[src/timer_ctl_map.vh]
// Register offsets, field positions, reset values and clock codes of the ten-bit timer.
`ifndef TIMER_CTL_MAP_VH
`define TIMER_CTL_MAP_VH

// Register addresses on the plain register port.
`define ADDR_W              4
`define OFF_CONTROL_ZERO    4'h0
`define OFF_CONTROL_ONE     4'h1
`define OFF_COUNT_LOW       4'h2
`define OFF_COUNT_HIGH      4'h3
`define OFF_STATUS          4'h4

// Reset values of the two control registers.
`define RST_CONTROL_ZERO    8'h00
`define RST_CONTROL_ONE     8'h00

// Field positions in the first control register.
`define F_PAUSE             7
`define F_CLKSEL_HI         6
`define F_CLKSEL_LO         4
`define F_RUN               3
`define F_PERIOD_HI         2
`define F_PERIOD_LO         0

// Field positions in the second control register.
`define F_MODE_HI           7
`define F_MODE_LO           6
`define F_OUTFN_HI          5
`define F_OUTFN_LO          4
`define F_INIT_LEVEL        3
`define F_POLARITY          2
`define F_DUTY_SWAP         1
`define F_CLEAR_SEL         0

// Operating mode codes.
`define MODE_COMPARE        2'h0

// Count clock select codes.
`define CK_SYS_DIV4         3'h0
`define CK_SYS              3'h1
`define CK_HI_DIV16         3'h2
`define CK_HI_DIV64         3'h3
`define CK_TIME_BASE        3'h4
`define CK_RESERVED         3'h5
`define CK_PIN_RISE         3'h6
`define CK_PIN_FALL         3'h7

// Divider terminal counts.
`define DIV4_LAST           2'h3
`define DIV16_LAST          4'hF
`define DIV64_LAST          6'h3F

// Counter geometry.
`define CNT_W               10
`define PERIOD_W            3
`define PERIOD_LSB          7

`endif

[src/count_tick_gen.v]
// Count clock source selection that turns the chosen source into one-cycle count events.
`timescale 1ns/10ps
`include "timer_ctl_map.vh"

module count_tick_gen (
    input  wire       core_clk_in,
    input  wire       rst_n_in,
    input  wire [2:0] count_clock_select_in,
    input  wire       high_clk_tick_in,
    input  wire       time_base_tick_in,
    input  wire       external_count_clock_pin_in,
    output reg        count_tick_out
);

    reg  [1:0] sys_div_q;
    reg  [5:0] hi_div_q;
    reg        pin_s1_q;
    reg        pin_s2_q;
    reg        pin_s3_q;
    reg        pin_level_q;
    wire       pin_change;

    // Free-running system clock divider by four.
    always @(posedge core_clk_in or negedge rst_n_in) begin
        if (!rst_n_in) begin
            sys_div_q <= 2'h0;
        end else begin
            sys_div_q <= sys_div_q + 2'h1;
        end
    end

    // High clock prescaler, advanced by each high clock event.
    always @(posedge core_clk_in or negedge rst_n_in) begin
        if (!rst_n_in) begin
            hi_div_q <= 6'h00;
        end else if (high_clk_tick_in) begin
            hi_div_q <= hi_div_q + 6'h01;
        end
    end

    // Pin synchroniser; the level is accepted once stages two and three agree.
    always @(posedge core_clk_in or negedge rst_n_in) begin
        if (!rst_n_in) begin
            pin_s1_q    <= 1'b0;
            pin_s2_q    <= 1'b0;
            pin_s3_q    <= 1'b0;
            pin_level_q <= 1'b0;
        end else begin
            pin_s1_q <= external_count_clock_pin_in;
            pin_s2_q <= pin_s1_q;
            pin_s3_q <= pin_s2_q;
            if (pin_s2_q == pin_s3_q) begin
                pin_level_q <= pin_s3_q;
            end
        end
    end

    assign pin_change = (pin_s2_q == pin_s3_q) && (pin_s3_q != pin_level_q);

    // Source selection; the reserved code never produces an event.
    always @* begin
        case (count_clock_select_in)
            `CK_SYS_DIV4:  count_tick_out = (sys_div_q == `DIV4_LAST);
            `CK_SYS:       count_tick_out = 1'b1;
            `CK_HI_DIV16:  count_tick_out = high_clk_tick_in && (hi_div_q[3:0] == `DIV16_LAST);
            `CK_HI_DIV64:  count_tick_out = high_clk_tick_in && (hi_div_q == `DIV64_LAST);
            `CK_TIME_BASE: count_tick_out = time_base_tick_in;
            `CK_PIN_RISE:  count_tick_out = pin_change && pin_s3_q;
            `CK_PIN_FALL:  count_tick_out = pin_change && !pin_s3_q;
            default:       count_tick_out = 1'b0;
        endcase
    end

endmodule // count_tick_gen

[src/ten_bit_timer_period_control.v]
// Control registers, ten-bit counter, period compare and output level of the timer.
//
// Chosen here: the address-and-strobe port and the placing of the registers.
`timescale 1ns/10ps
`include "timer_ctl_map.vh"

module ten_bit_timer_period_control (
    input  wire               core_clk_in,
    input  wire               rst_n_in,
    input  wire [`ADDR_W-1:0] reg_addr_in,
    input  wire [7:0]         reg_wdata_in,
    input  wire               reg_wr_in,
    input  wire               reg_rd_in,
    output reg  [7:0]         reg_rdata_out,
    input  wire               high_clk_tick_in,
    input  wire               time_base_tick_in,
    input  wire               external_count_clock_pin_in,
    output reg  [9:0]         count_value_out,
    output reg                period_match_out,
    output reg                timer_output_out,
    output reg                timer_powered_out
);

    // Control register storage.
    // The first register holds pause, clock select,
    // run enable and the period field.
    // The second holds mode, output function, initial
    // level, polarity, duty swap and clear select.
    // Only part of the second register acts here; the
    // rest is kept so software reads back its writes.
    reg  [7:0] timer_control_zero_q;
    reg  [7:0] timer_control_one_q;

    // Counter state.
    // The counter and its next value are kept apart
    // so one next value feeds both the counter and
    // the registered copy on the output port.
    // That copy therefore never lags the counter.
    // The previous run enable finds the switch-on edge.
    reg  [9:0] count_q;
    reg  [9:0] count_d;
    reg        run_prev_q;
    reg        match_d;

    // Output pin level.
    // Only the restore on switch-on is handled here.
    // Moving the level on a compare match belongs to
    // the comparator that owns the match.
    reg        out_level_q;
    reg        out_level_d;

    // Decoded control fields.
    // Each field gets its own name so the logic below
    // reads in terms of what a bit does, not where it
    // sits in a register.
    wire       counter_pause;
    wire [2:0] count_clock_select;
    wire       counter_run_enable;
    wire [2:0] period_compare_field;
    wire       op_mode_hi;
    wire       op_mode_lo;
    wire       output_initial_level;
    wire       counter_clear_select;

    // Internal events.
    // All of these are combinational conditions on the
    // core clock.
    // None needs a synchroniser: the pin is already
    // filtered inside the tick generator.
    wire       count_tick;
    wire       run_rise;
    wire       clock_halted;
    wire       advance;
    wire [9:0] count_next;

    // Returns one when the top three counter bits equal the period field.
    // Only bits nine to seven take part, so match
    // points fall on whole multiples of 128 events.
    // The low bits are judged by the next function.
    function period_hit;
        input [9:0] value;
        input [2:0] field;
        begin
            period_hit = (value[`CNT_W-1:`PERIOD_LSB] == field);
        end
    endfunction

    // Returns one when the low counter bits sit on a 128-count boundary.
    // With the compare above this picks the first
    // count of the matching span, so a match lasts
    // exactly one count event.
    function on_boundary;
        input [9:0] value;
        begin
            on_boundary = (value[`PERIOD_LSB-1:0] == 7'h00);
        end
    endfunction

    // Field extraction from the control registers.
    // Whatever starts, stops or paces the counter
    // comes from the first register.
    // Mode bits, initial level and clear select come
    // from the second.
    assign counter_pause        = timer_control_zero_q[`F_PAUSE];
    assign count_clock_select   = timer_control_zero_q[`F_CLKSEL_HI:`F_CLKSEL_LO];
    assign counter_run_enable   = timer_control_zero_q[`F_RUN];
    assign period_compare_field = timer_control_zero_q[`F_PERIOD_HI:`F_PERIOD_LO];
    assign op_mode_hi           = timer_control_one_q[`F_MODE_HI];
    assign op_mode_lo           = timer_control_one_q[`F_MODE_LO];
    assign output_initial_level = timer_control_one_q[`F_INIT_LEVEL];
    assign counter_clear_select = timer_control_one_q[`F_CLEAR_SEL];

    // Count event source, selected by the clock select field.
    // The generator gives the counter one enable per
    // event; the system clock code holds it high every
    // cycle and the time base tick passes straight through.
    // The external pin is synchronised inside it.
    // Expect three to four cycles between a pin edge
    // and the count it causes.
    count_tick_gen u_count_tick_gen (
        .core_clk_in                 (core_clk_in),
        .rst_n_in                    (rst_n_in),
        .count_clock_select_in       (count_clock_select),
        .high_clk_tick_in            (high_clk_tick_in),
        .time_base_tick_in           (time_base_tick_in),
        .external_count_clock_pin_in (external_count_clock_pin_in),
        .count_tick_out              (count_tick)
    );

    // The reserved code leaves the counter idle even though it stays enabled.
    // The generator already gives no event for it.
    // This term keeps the counter still even if the
    // generator's decoding is ever changed.
    assign clock_halted = (count_clock_select == `CK_RESERVED);

    // A rising run enable is seen one cycle after the register write lands.
    // In that cycle the counter is loaded with zero
    // instead of advancing.
    // A count event landing in that very cycle is
    // dropped; the run starts from zero on the next.
    assign run_rise = counter_run_enable && !run_prev_q;

    // Counting needs run enable, no pause, a live clock code and an event.
    // Pause and switch-off both stop the count.
    // Only switch-off drops the powered flag; a
    // paused timer stays powered.
    // The reserved code stops it but keeps power.
    assign advance = counter_run_enable && !counter_pause && !clock_halted
                     && count_tick;

    // Incremented counter; wraps from 1023 to 0 on its own.
    // The wrap gives the 1024-event period of code
    // zero without any extra compare.
    assign count_next = count_q + 10'h001;

    // Software writes to the two control registers.
    // A write lands at the edge that carries the
    // strobe.
    // Writes to the counter, status or unmapped
    // addresses are ignored.
    // Switch the timer off before changing the mode
    // bits; a change under a running count is unguarded.
    always @(posedge core_clk_in or negedge rst_n_in) begin
        if (!rst_n_in) begin
            timer_control_zero_q <= `RST_CONTROL_ZERO;
            timer_control_one_q  <= `RST_CONTROL_ONE;
        end else if (reg_wr_in) begin
            if (reg_addr_in == `OFF_CONTROL_ZERO) begin
                timer_control_zero_q <= reg_wdata_in;
            end
            if (reg_addr_in == `OFF_CONTROL_ONE) begin
                timer_control_one_q <= reg_wdata_in;
            end
        end
    end

    // Previous run enable, used to find its rising edge.
    // Reset leaves it low, like run enable itself, so
    // no false switch-on follows reset.
    // It runs every cycle, paused or not.
    always @(posedge core_clk_in or negedge rst_n_in) begin
        if (!rst_n_in) begin
            run_prev_q <= 1'b0;
        end else begin
            run_prev_q <= counter_run_enable;
        end
    end

    // Next counter value and period match.
    // The match point is reached when the incremented value lands on
    // code times 128; code zero therefore matches on the wrap at 1024.
    // Switch-on has priority over counting.
    // A clearing match takes the place of the
    // increment in the same cycle.
    // With clear select high the match is still
    // flagged, but the counter runs on and wraps.
    // A period code changed mid-run acts at once.
    always @* begin
        count_d = count_q;
        match_d = 1'b0;
        if (run_rise) begin
            count_d = 10'h000;
        end else if (advance) begin
            count_d = count_next;
            if (period_hit(count_next, period_compare_field)
                && on_boundary(count_next)) begin
                match_d = 1'b1;
                if (!counter_clear_select) begin
                    count_d = 10'h000;
                end
            end
        end
        // With run enable low, paused or halted, the value is simply kept.
    end

    // Counter register; holds while off so its residual value stays readable.
    // Pause and the reserved code hold it the same
    // way.
    // Only reset, switch-on, a clearing match and the wrap
    // from 1023 bring it back to zero.
    always @(posedge core_clk_in or negedge rst_n_in) begin
        if (!rst_n_in) begin
            count_q <= 10'h000;
        end else begin
            count_q <= count_d;
        end
    end

    // Output level: restored to the initial level when compare mode starts.
    // Other output functions are driven by the compare logic elsewhere.
    // In capture, pulse or counter modes switch-on
    // leaves the level alone.
    always @* begin
        out_level_d = out_level_q;
        if (run_rise && ({op_mode_hi, op_mode_lo} == `MODE_COMPARE)) begin
            out_level_d = output_initial_level;
        end
    end

    // Output level register.
    // Reset drives the level low until the first
    // switch-on in compare mode.
    always @(posedge core_clk_in or negedge rst_n_in) begin
        if (!rst_n_in) begin
            out_level_q <= 1'b0;
        end else begin
            out_level_q <= out_level_d;
        end
    end

    // Registered top-level outputs.
    // Every port is a flip-flop, so nothing
    // combinational reaches the pins.
    // Count and match take the next values and so
    // agree with the counter.
    // The powered flag lags run enable by one cycle.
    always @(posedge core_clk_in or negedge rst_n_in) begin
        if (!rst_n_in) begin
            count_value_out   <= 10'h000;
            period_match_out  <= 1'b0;
            timer_output_out  <= 1'b0;
            timer_powered_out <= 1'b0;
        end else begin
            count_value_out   <= count_d;
            period_match_out  <= match_d;
            timer_output_out  <= out_level_d;
            timer_powered_out <= counter_run_enable;
        end
    end

    // Read data, valid in the cycle after the read strobe only.
    // Outside that cycle the port returns zero, so a
    // stale value is never taken for a fresh read.
    // The counter bytes are not latched together:
    // read low then high only while the count is
    // stopped or paused.
    // Status gives the reserved-code halt, the
    // advance of this cycle and the output level.
    // Unmapped addresses read as zero.
    always @(posedge core_clk_in or negedge rst_n_in) begin
        if (!rst_n_in) begin
            reg_rdata_out <= 8'h00;
        end else if (reg_rd_in) begin
            case (reg_addr_in)
                `OFF_CONTROL_ZERO: reg_rdata_out <= timer_control_zero_q;
                `OFF_CONTROL_ONE:  reg_rdata_out <= timer_control_one_q;
                `OFF_COUNT_LOW:    reg_rdata_out <= count_q[7:0];
                `OFF_COUNT_HIGH:   reg_rdata_out <= {6'h00, count_q[9:8]};
                `OFF_STATUS:       reg_rdata_out <= {5'h00, clock_halted,
                                                     advance, out_level_q};
                default:           reg_rdata_out <= 8'h00;
            endcase
        end else begin
            reg_rdata_out <= 8'h00;
        end
    end

endmodule // ten_bit_timer_period_control

[config.mk]
export PLATFORM = sky130hd
export DESIGN_NAME = ten_bit_timer_period_control
export DESIGN_NICKNAME = d
export VERILOG_FILES = /design/src/count_tick_gen.v /design/src/ten_bit_timer_period_control.v
export VERILOG_INCLUDE_DIRS = /design/src
export SDC_FILE = /design/constraint.sdc
export NUM_CORES = 1
export LEC_CHECK = 0
export BUFFER_PORTS_ARGS = -buffer_cell sky130_fd_sc_hd__buf_4
export CAP_MARGIN = 30
export CORE_MARGIN = 2
export CORE_UTILIZATION = 51
export CTS_CLUSTER_SIZE = 16
export DETAILED_ROUTE_END_ITERATION = 8
export HOLD_SLACK_MARGIN = 0.12
export MAX_ROUTING_LAYER = met4
export PLACE_DENSITY = 0.76
export SLEW_MARGIN = 20
export SYNTH_ARGS = -nofsm -noshare
export SYNTH_HDL_FRONTEND = slang
export SYNTH_SLANG_ARGS = --single-unit
[constraint.sdc]
create_clock -name core_clk_in -period 1.9 [get_ports core_clk_in]
set_clock_uncertainty 0.1 [all_clocks]
set_input_delay 0.095 -clock core_clk_in [delete_from_list [all_inputs] [get_ports core_clk_in]]
set_output_delay 0.095 -clock core_clk_in [all_outputs]
set_load 0.02 [all_outputs]
# Yosys cells after proc, flatten, opt, wreduce, memory -nomap -nowiden
# Index checks and enable logic that the tools add are counted.
# W data, S select, Z words.
word_totals:
  out_inout_bits: 21
  elab_cells: 65
  in_bits: 19
  reg_bits: 49
op_classes:
  eq_ne: 17
  reduce_logical: 22
  muxes: 10
  n_addsub: 3
ops:
  columns: ["cell", "n"]
  rows:
  - ["$mux W10", 4]
  - ["$pmux W8 S5", 1]
  - ["$eq A3 B3 Y1 const B", 4]
  - ["$logic_and A1 B1 Y1", 11]
  - ["$add A10 B1 Y10 const B", 1]
  - ["$eq A4 B2 Y1 const B", 2]
  - ["$mux W8", 1]
  - ["$logic_not A7 Y1", 1]
  - ["$pmux W1 S7", 1]
  - ["$add A6 B1 Y6 const B", 1]
  - ["$eq A3 B2 Y1 const B", 2]
  - ["$eq A6 B6 Y1 const B", 1]
  - ["$eq A4 B1 Y1 const B", 1]
  - ["$eq A4 B3 Y1 const B", 1]
  - ["$eq A4 B4 Y1 const B", 1]
  - ["$logic_not A1 Y1", 4]
  - ["$logic_not A4 Y1", 1]
  - ["$reduce_and A2 Y1", 2]
  - ["$eq A3 B1 Y1 const B", 1]
  - ["$eq A3 B3 Y1", 1]
  - ["$logic_not A3 Y1", 1]
  - ["$mux W1", 3]
  - ["$add A2 B1 Y2 const B", 1]
  - ["$eq A2 B2 Y1 const B", 1]
  - ["4 further kinds", 4]

# Depth between registers and ports, before layout
logic_depth:
  ltp_word: 7
  ltp_mapped: 8
  ltp_nobuf: 6

# Cells and area by module
# A second synthesis with hierarchy kept.
hier_totals:
  cells_unflattened: 218
  area_unflattened_um2: 2447.3
by_module_without_submodules:
  columns: ["module", "n_inst", "area_each_um2", "cells_per_inst"]
  rows:
  - ["ten_bit_timer_period_control", 1, 1939.4, 180]
  - ["count_tick_gen", 1, 508.0, 38]

# Worst setup path before layout
# OpenSTA, ideal clock, no wires.
synth_path:
  kind: "reg-to-reg"
  startpoint: "register, netlist name count_value_out[0]"
  endpoint: "register count_value_out[0]"
  setup_time_ns: 0.137
  required_time_ns: 1.663
  arrival_time_ns: 1.786
  slack_ns: -0.123
  period_less_slack_ns: 2.023
  stages_incl_launch_ff: 8
  cell_sequence: "dfrtp_1 -> ha_1 -> and3_1 -> clkbuf_1 -> xor2_1 -> a211o_1 -> a211oi_2 -> a21oi_1"
synth_rtl:
  columns: ["element", "line", "rtl"]
  rows:
  - ["end signal: assignment", "ten_bit_timer_period_control.v:264", "count_value_out <= count_d;"]
  - ["end: declaration", "ten_bit_timer_period_control.v:18", "output reg [9:0] count_value_out,"]

==> results.py <==
metrics = {
    "global_route": {
        "grt_overflow": 0,
        "grt_pass1_vias": 2061,
        "grt_pass1_wl_microns": 9763,
        "grt_max_degree": 50,
        "antenna_found_initial": 0,
        "grt_usage": 0.2377,
    },
    "floorplan": {
        "start_util": 0.5197,
        "die_area_sq_mm": 0.005693,
        "die_y_microns": 75.45,
        "die_w_microns": 75.45,
        "rows": 26,
        "num_io_pins": 40,
        "core_region_area_sq_mm": 0.005010,
    },
    "worst_setup_path": {
        "r2r_start": "count_value_out[3]",
        "worstPathMaxFanout": 5,
        "r2r_slack_ps": -30,
        "arrival_ps": 2060,
        "worstSetupStartpointType": "flip-flop",
        "rr_worst_depth": 5,
        "worst_setup_path_end_kind": "flip-flop",
        "path_class": "flip-flop to flip-flop",
        "r2r_end": "count_value_out[8]",
        "required_ps": 2030,
    },
    "synthesis": {
        "synth_fp_nets": 265,
        "synth_cell_types": 54,
        "synth_most_common_cell": "dfrtp_1",
        "synth_flop_cell": "dfrtp_1",
        "synthTopCellsByCount": "dfrtp_1, a21oi_1, mux2_2",
        "yosysWarnings": 0,
        "synth-seq-cells": 49,
        "yosys.area.top_type_share": 0.4709,
        "yosys.area.top_type": "dfrtp_1",
        "synth.avg_cell_area_sq_um": 10.76,
        "syn_area_sq_mm": 0.002604,
        "synth_seq_area_share": 0.4709,
        "synth-edff-count": 0,
        "async_flop_share": 1.000,
        "synth_area_leaders": "dfrtp_1, mux2_2, a21oi_1",
        "netlist_instances": 242,
    },
    "pwr": {
        "pwr-share-comb": 0.308,
        "clkPwrFrac": 0.204,
        "p_sw_frac": 0.3209,
        "seq_power_share": 0.488,
        "switchingPower_uw": 921.4,
        "totalPowerFinal_uw": 2871,
        "p_per_area_mw_per_mm2": 824.0,
        "power.internal_uw": 1950,
        "peakVddDrop_uv": 664.2,
        "power.leakage_uw": 0.001571,
    },
    "placement": {
        "post-dp-hpwl_microns": 4197,
        "place.gp.congestion": 0.8772,
        "port-buffer-count": 39,
        "place_ws_ps": -43.18,
    },
    "final_layout": {
        "fin_nets": 344,
        "final_core_util": 0.6956,
        "n_antenna_cell": 0,
        "area_growth_pct": 33.83,
        "n_fill_cell": 403,
        "layout-drive-gt1-share": 0.3894,
    },
    "sta": {
        "clock.fmax_mhz": 519.2,
        "worstMarginPinSlew_ps": 609.0,
        "worst_slack_ps": -26.11,
        "setup-violations-final": 5,
        "hold_violations": 0,
        "tns_ps": -95.36,
        "rsz0062_at_grt": "yes",
        "timing.final.crit_period_ps": 1926,
        "finalMaxSlewViolations": 0,
        "finalCritPeriodShare": 1.014,
        "relSlewSlack": 0.5940,
    },
    "cts": {
        "cts_sinks": 49,
        "clk_latency_ps": 300,
        "clk_pin_slew_worst_paths_ps": 90,
        "ctsRootBufferMaster": "clkbuf_8",
        "cts_tree": "yes",
        "cts_made_buffers": 5,
        "ctsLongestPathBuffers": 2,
        "htree_levels": 2,
    },
    "routing": {
        "vias_per_cell": 5.616,
        "num_vias": 2196,
        "drc": 0,
        "finalWirelength_microns": 6253,
        "ant_nets": 0,
        "drtIter0Drc": 180,
        "first_pass_iters": 5,
        "wl_per_cell_microns": 15.99,
    },
    "run": {
        "cap_violations": 0,
    },
    "run_status": {
        "outcome": "complete, but fails checks",
        "violations": "negative setup slack",
    },
    "min_path": {
        "hp-start": "reg_addr_in[1]",
        "min_to": "reg_rdata_out[1]",
        "min_path_type": "input port to flip-flop",
        "whs_path_depth": 4,
    },
}
metal layers:
layer  up-vias  GRT usage  share of wire  wire [microns]
li1       1040          -              -               -
met1      1070     0.3102           0.42            2612
met2        72     0.3720           0.51            3184
met3        14    0.04762          0.051             322
met4         0    0.08187          0.021             133
met5         -          -              0               0
final cells by class:
type                       instances  area (sq um)  share of cell area
inverter                           5         18.77            0.005386
sequential                        49          1230              0.3530
clock inverter                     1         8.758            0.002513
multi-input combinational        173          1364              0.3914
timing repair buffer              87         703.2              0.2018
clock buffer                       6         72.57             0.02083
tap                               70         87.58             0.02513
cell families (layout without fill, tap and decap cells):
logic type,after synthesis,in the layout,synth area share
mux,26,26,0.1182
compound gates,51,51,0.1360
flops,49,49,0.4709
buf+inv,20,99,0.04084
simple gates,79,79,0.1677
fa+ha+maj,5,5,0.02307
xor+xnor,12,12,0.04325
power by group through the flow:
stage | Sequential (uW) | Combinational (uW) | Clock (uW)
after floorplan | 1420 | 467 | 0
after global placement | 1420 | 795 | 0
after detailed placement | 1420 | 821 | 0
after CTS | 1400 | 873 | 609
after global routing | 1430 | 976 | 657
final | 1400 | 885 | 586
critical path, cell delays in order (launching register included):
cell	delay [ps]
dfrtp_1	430
nand4_2	260
or2_1	330
a221oi_2	410
a211oi_4	160
a21oi_1	180
metrics by stage:
step	area [sq um]	instances	hold WS, ps
after floorplan	2654	242	-300.6
after global placement	3187	368	49.14
after detailed placement	3187	368	51.17
after CTS	3440	391	141.7
after global routing	3485	391	189.4
final	3485	391	195.7
registers in the layout, summed over array words and instances (netlist names):
| name | flops |
|---|---|
| u_count_tick_gen.pin_level_q | 1 |
| reg_rdata_out | 8 |
| period_match_out | 1 |
| timer_control_zero_q | 8 |
| u_count_tick_gen.pin_s3_q | 1 |
| u_count_tick_gen.hi_div_q | 6 |
| timer_control_one_q | 8 |
| u_count_tick_gen.pin_s1_q | 1 |
| timer_powered_out | 1 |
| out_level_q | 1 |
| u_count_tick_gen.sys_div_q | 2 |
| u_count_tick_gen.pin_s2_q | 1 |
| count_value_out | 10 |
placed cells by master, fill, tap and decap left out, types with 2 or more instances in the layout:
master	count
and3_1	3
nand4_1	3
inv_1	5
mux2_2	18
nand2_1	14
mux2i_1	6
a22oi_1	4
nand2b_1	8
nor2b_1	3
xnor2_1	5
a31oi_1	6
ha_1	3
nor3_1	5
nand3_1	6
nor4_2	3
a21oi_1	21
clkbuf_8	5
dfrtp_1	46
mux4_2	2
nand4b_1	2
dfrtp_2	3
and4_1	2
buf_4	71
xor2_1	6
dlygate4sd3_1	15
nor2_1	17
a311oi_2	2
timing repair:
action                                  CTS  global route
endpoints found under the setup margin    7            19
hold endpoints to repair                 79             0
hold buffers                             15             0
pin swaps                                 2             5
resized for setup                         3            10
buffers inserted                          1             0
worst max-delay path by stage:
stage / slack [ps] / to / depth (start not counted) / startpoint
2_1_floorplan: -7 / count_value_out[0] / 7 / count_value_out[1]
3_3_place_gp: -20 / count_value_out[9] / 5 / count_value_out[2]
3_5_place_dp: -40 / count_value_out[8] / 6 / count_value_out[0]
4_1_cts: -5 / count_value_out[1] / 6 / count_value_out[1]
5_1_grt: -140 / period_match_out / 6 / timer_control_zero_q[4]
6_report: -30 / count_value_out[8] / 5 / count_value_out[3]
No activity file was read; power rests on OpenSTA's default activity.
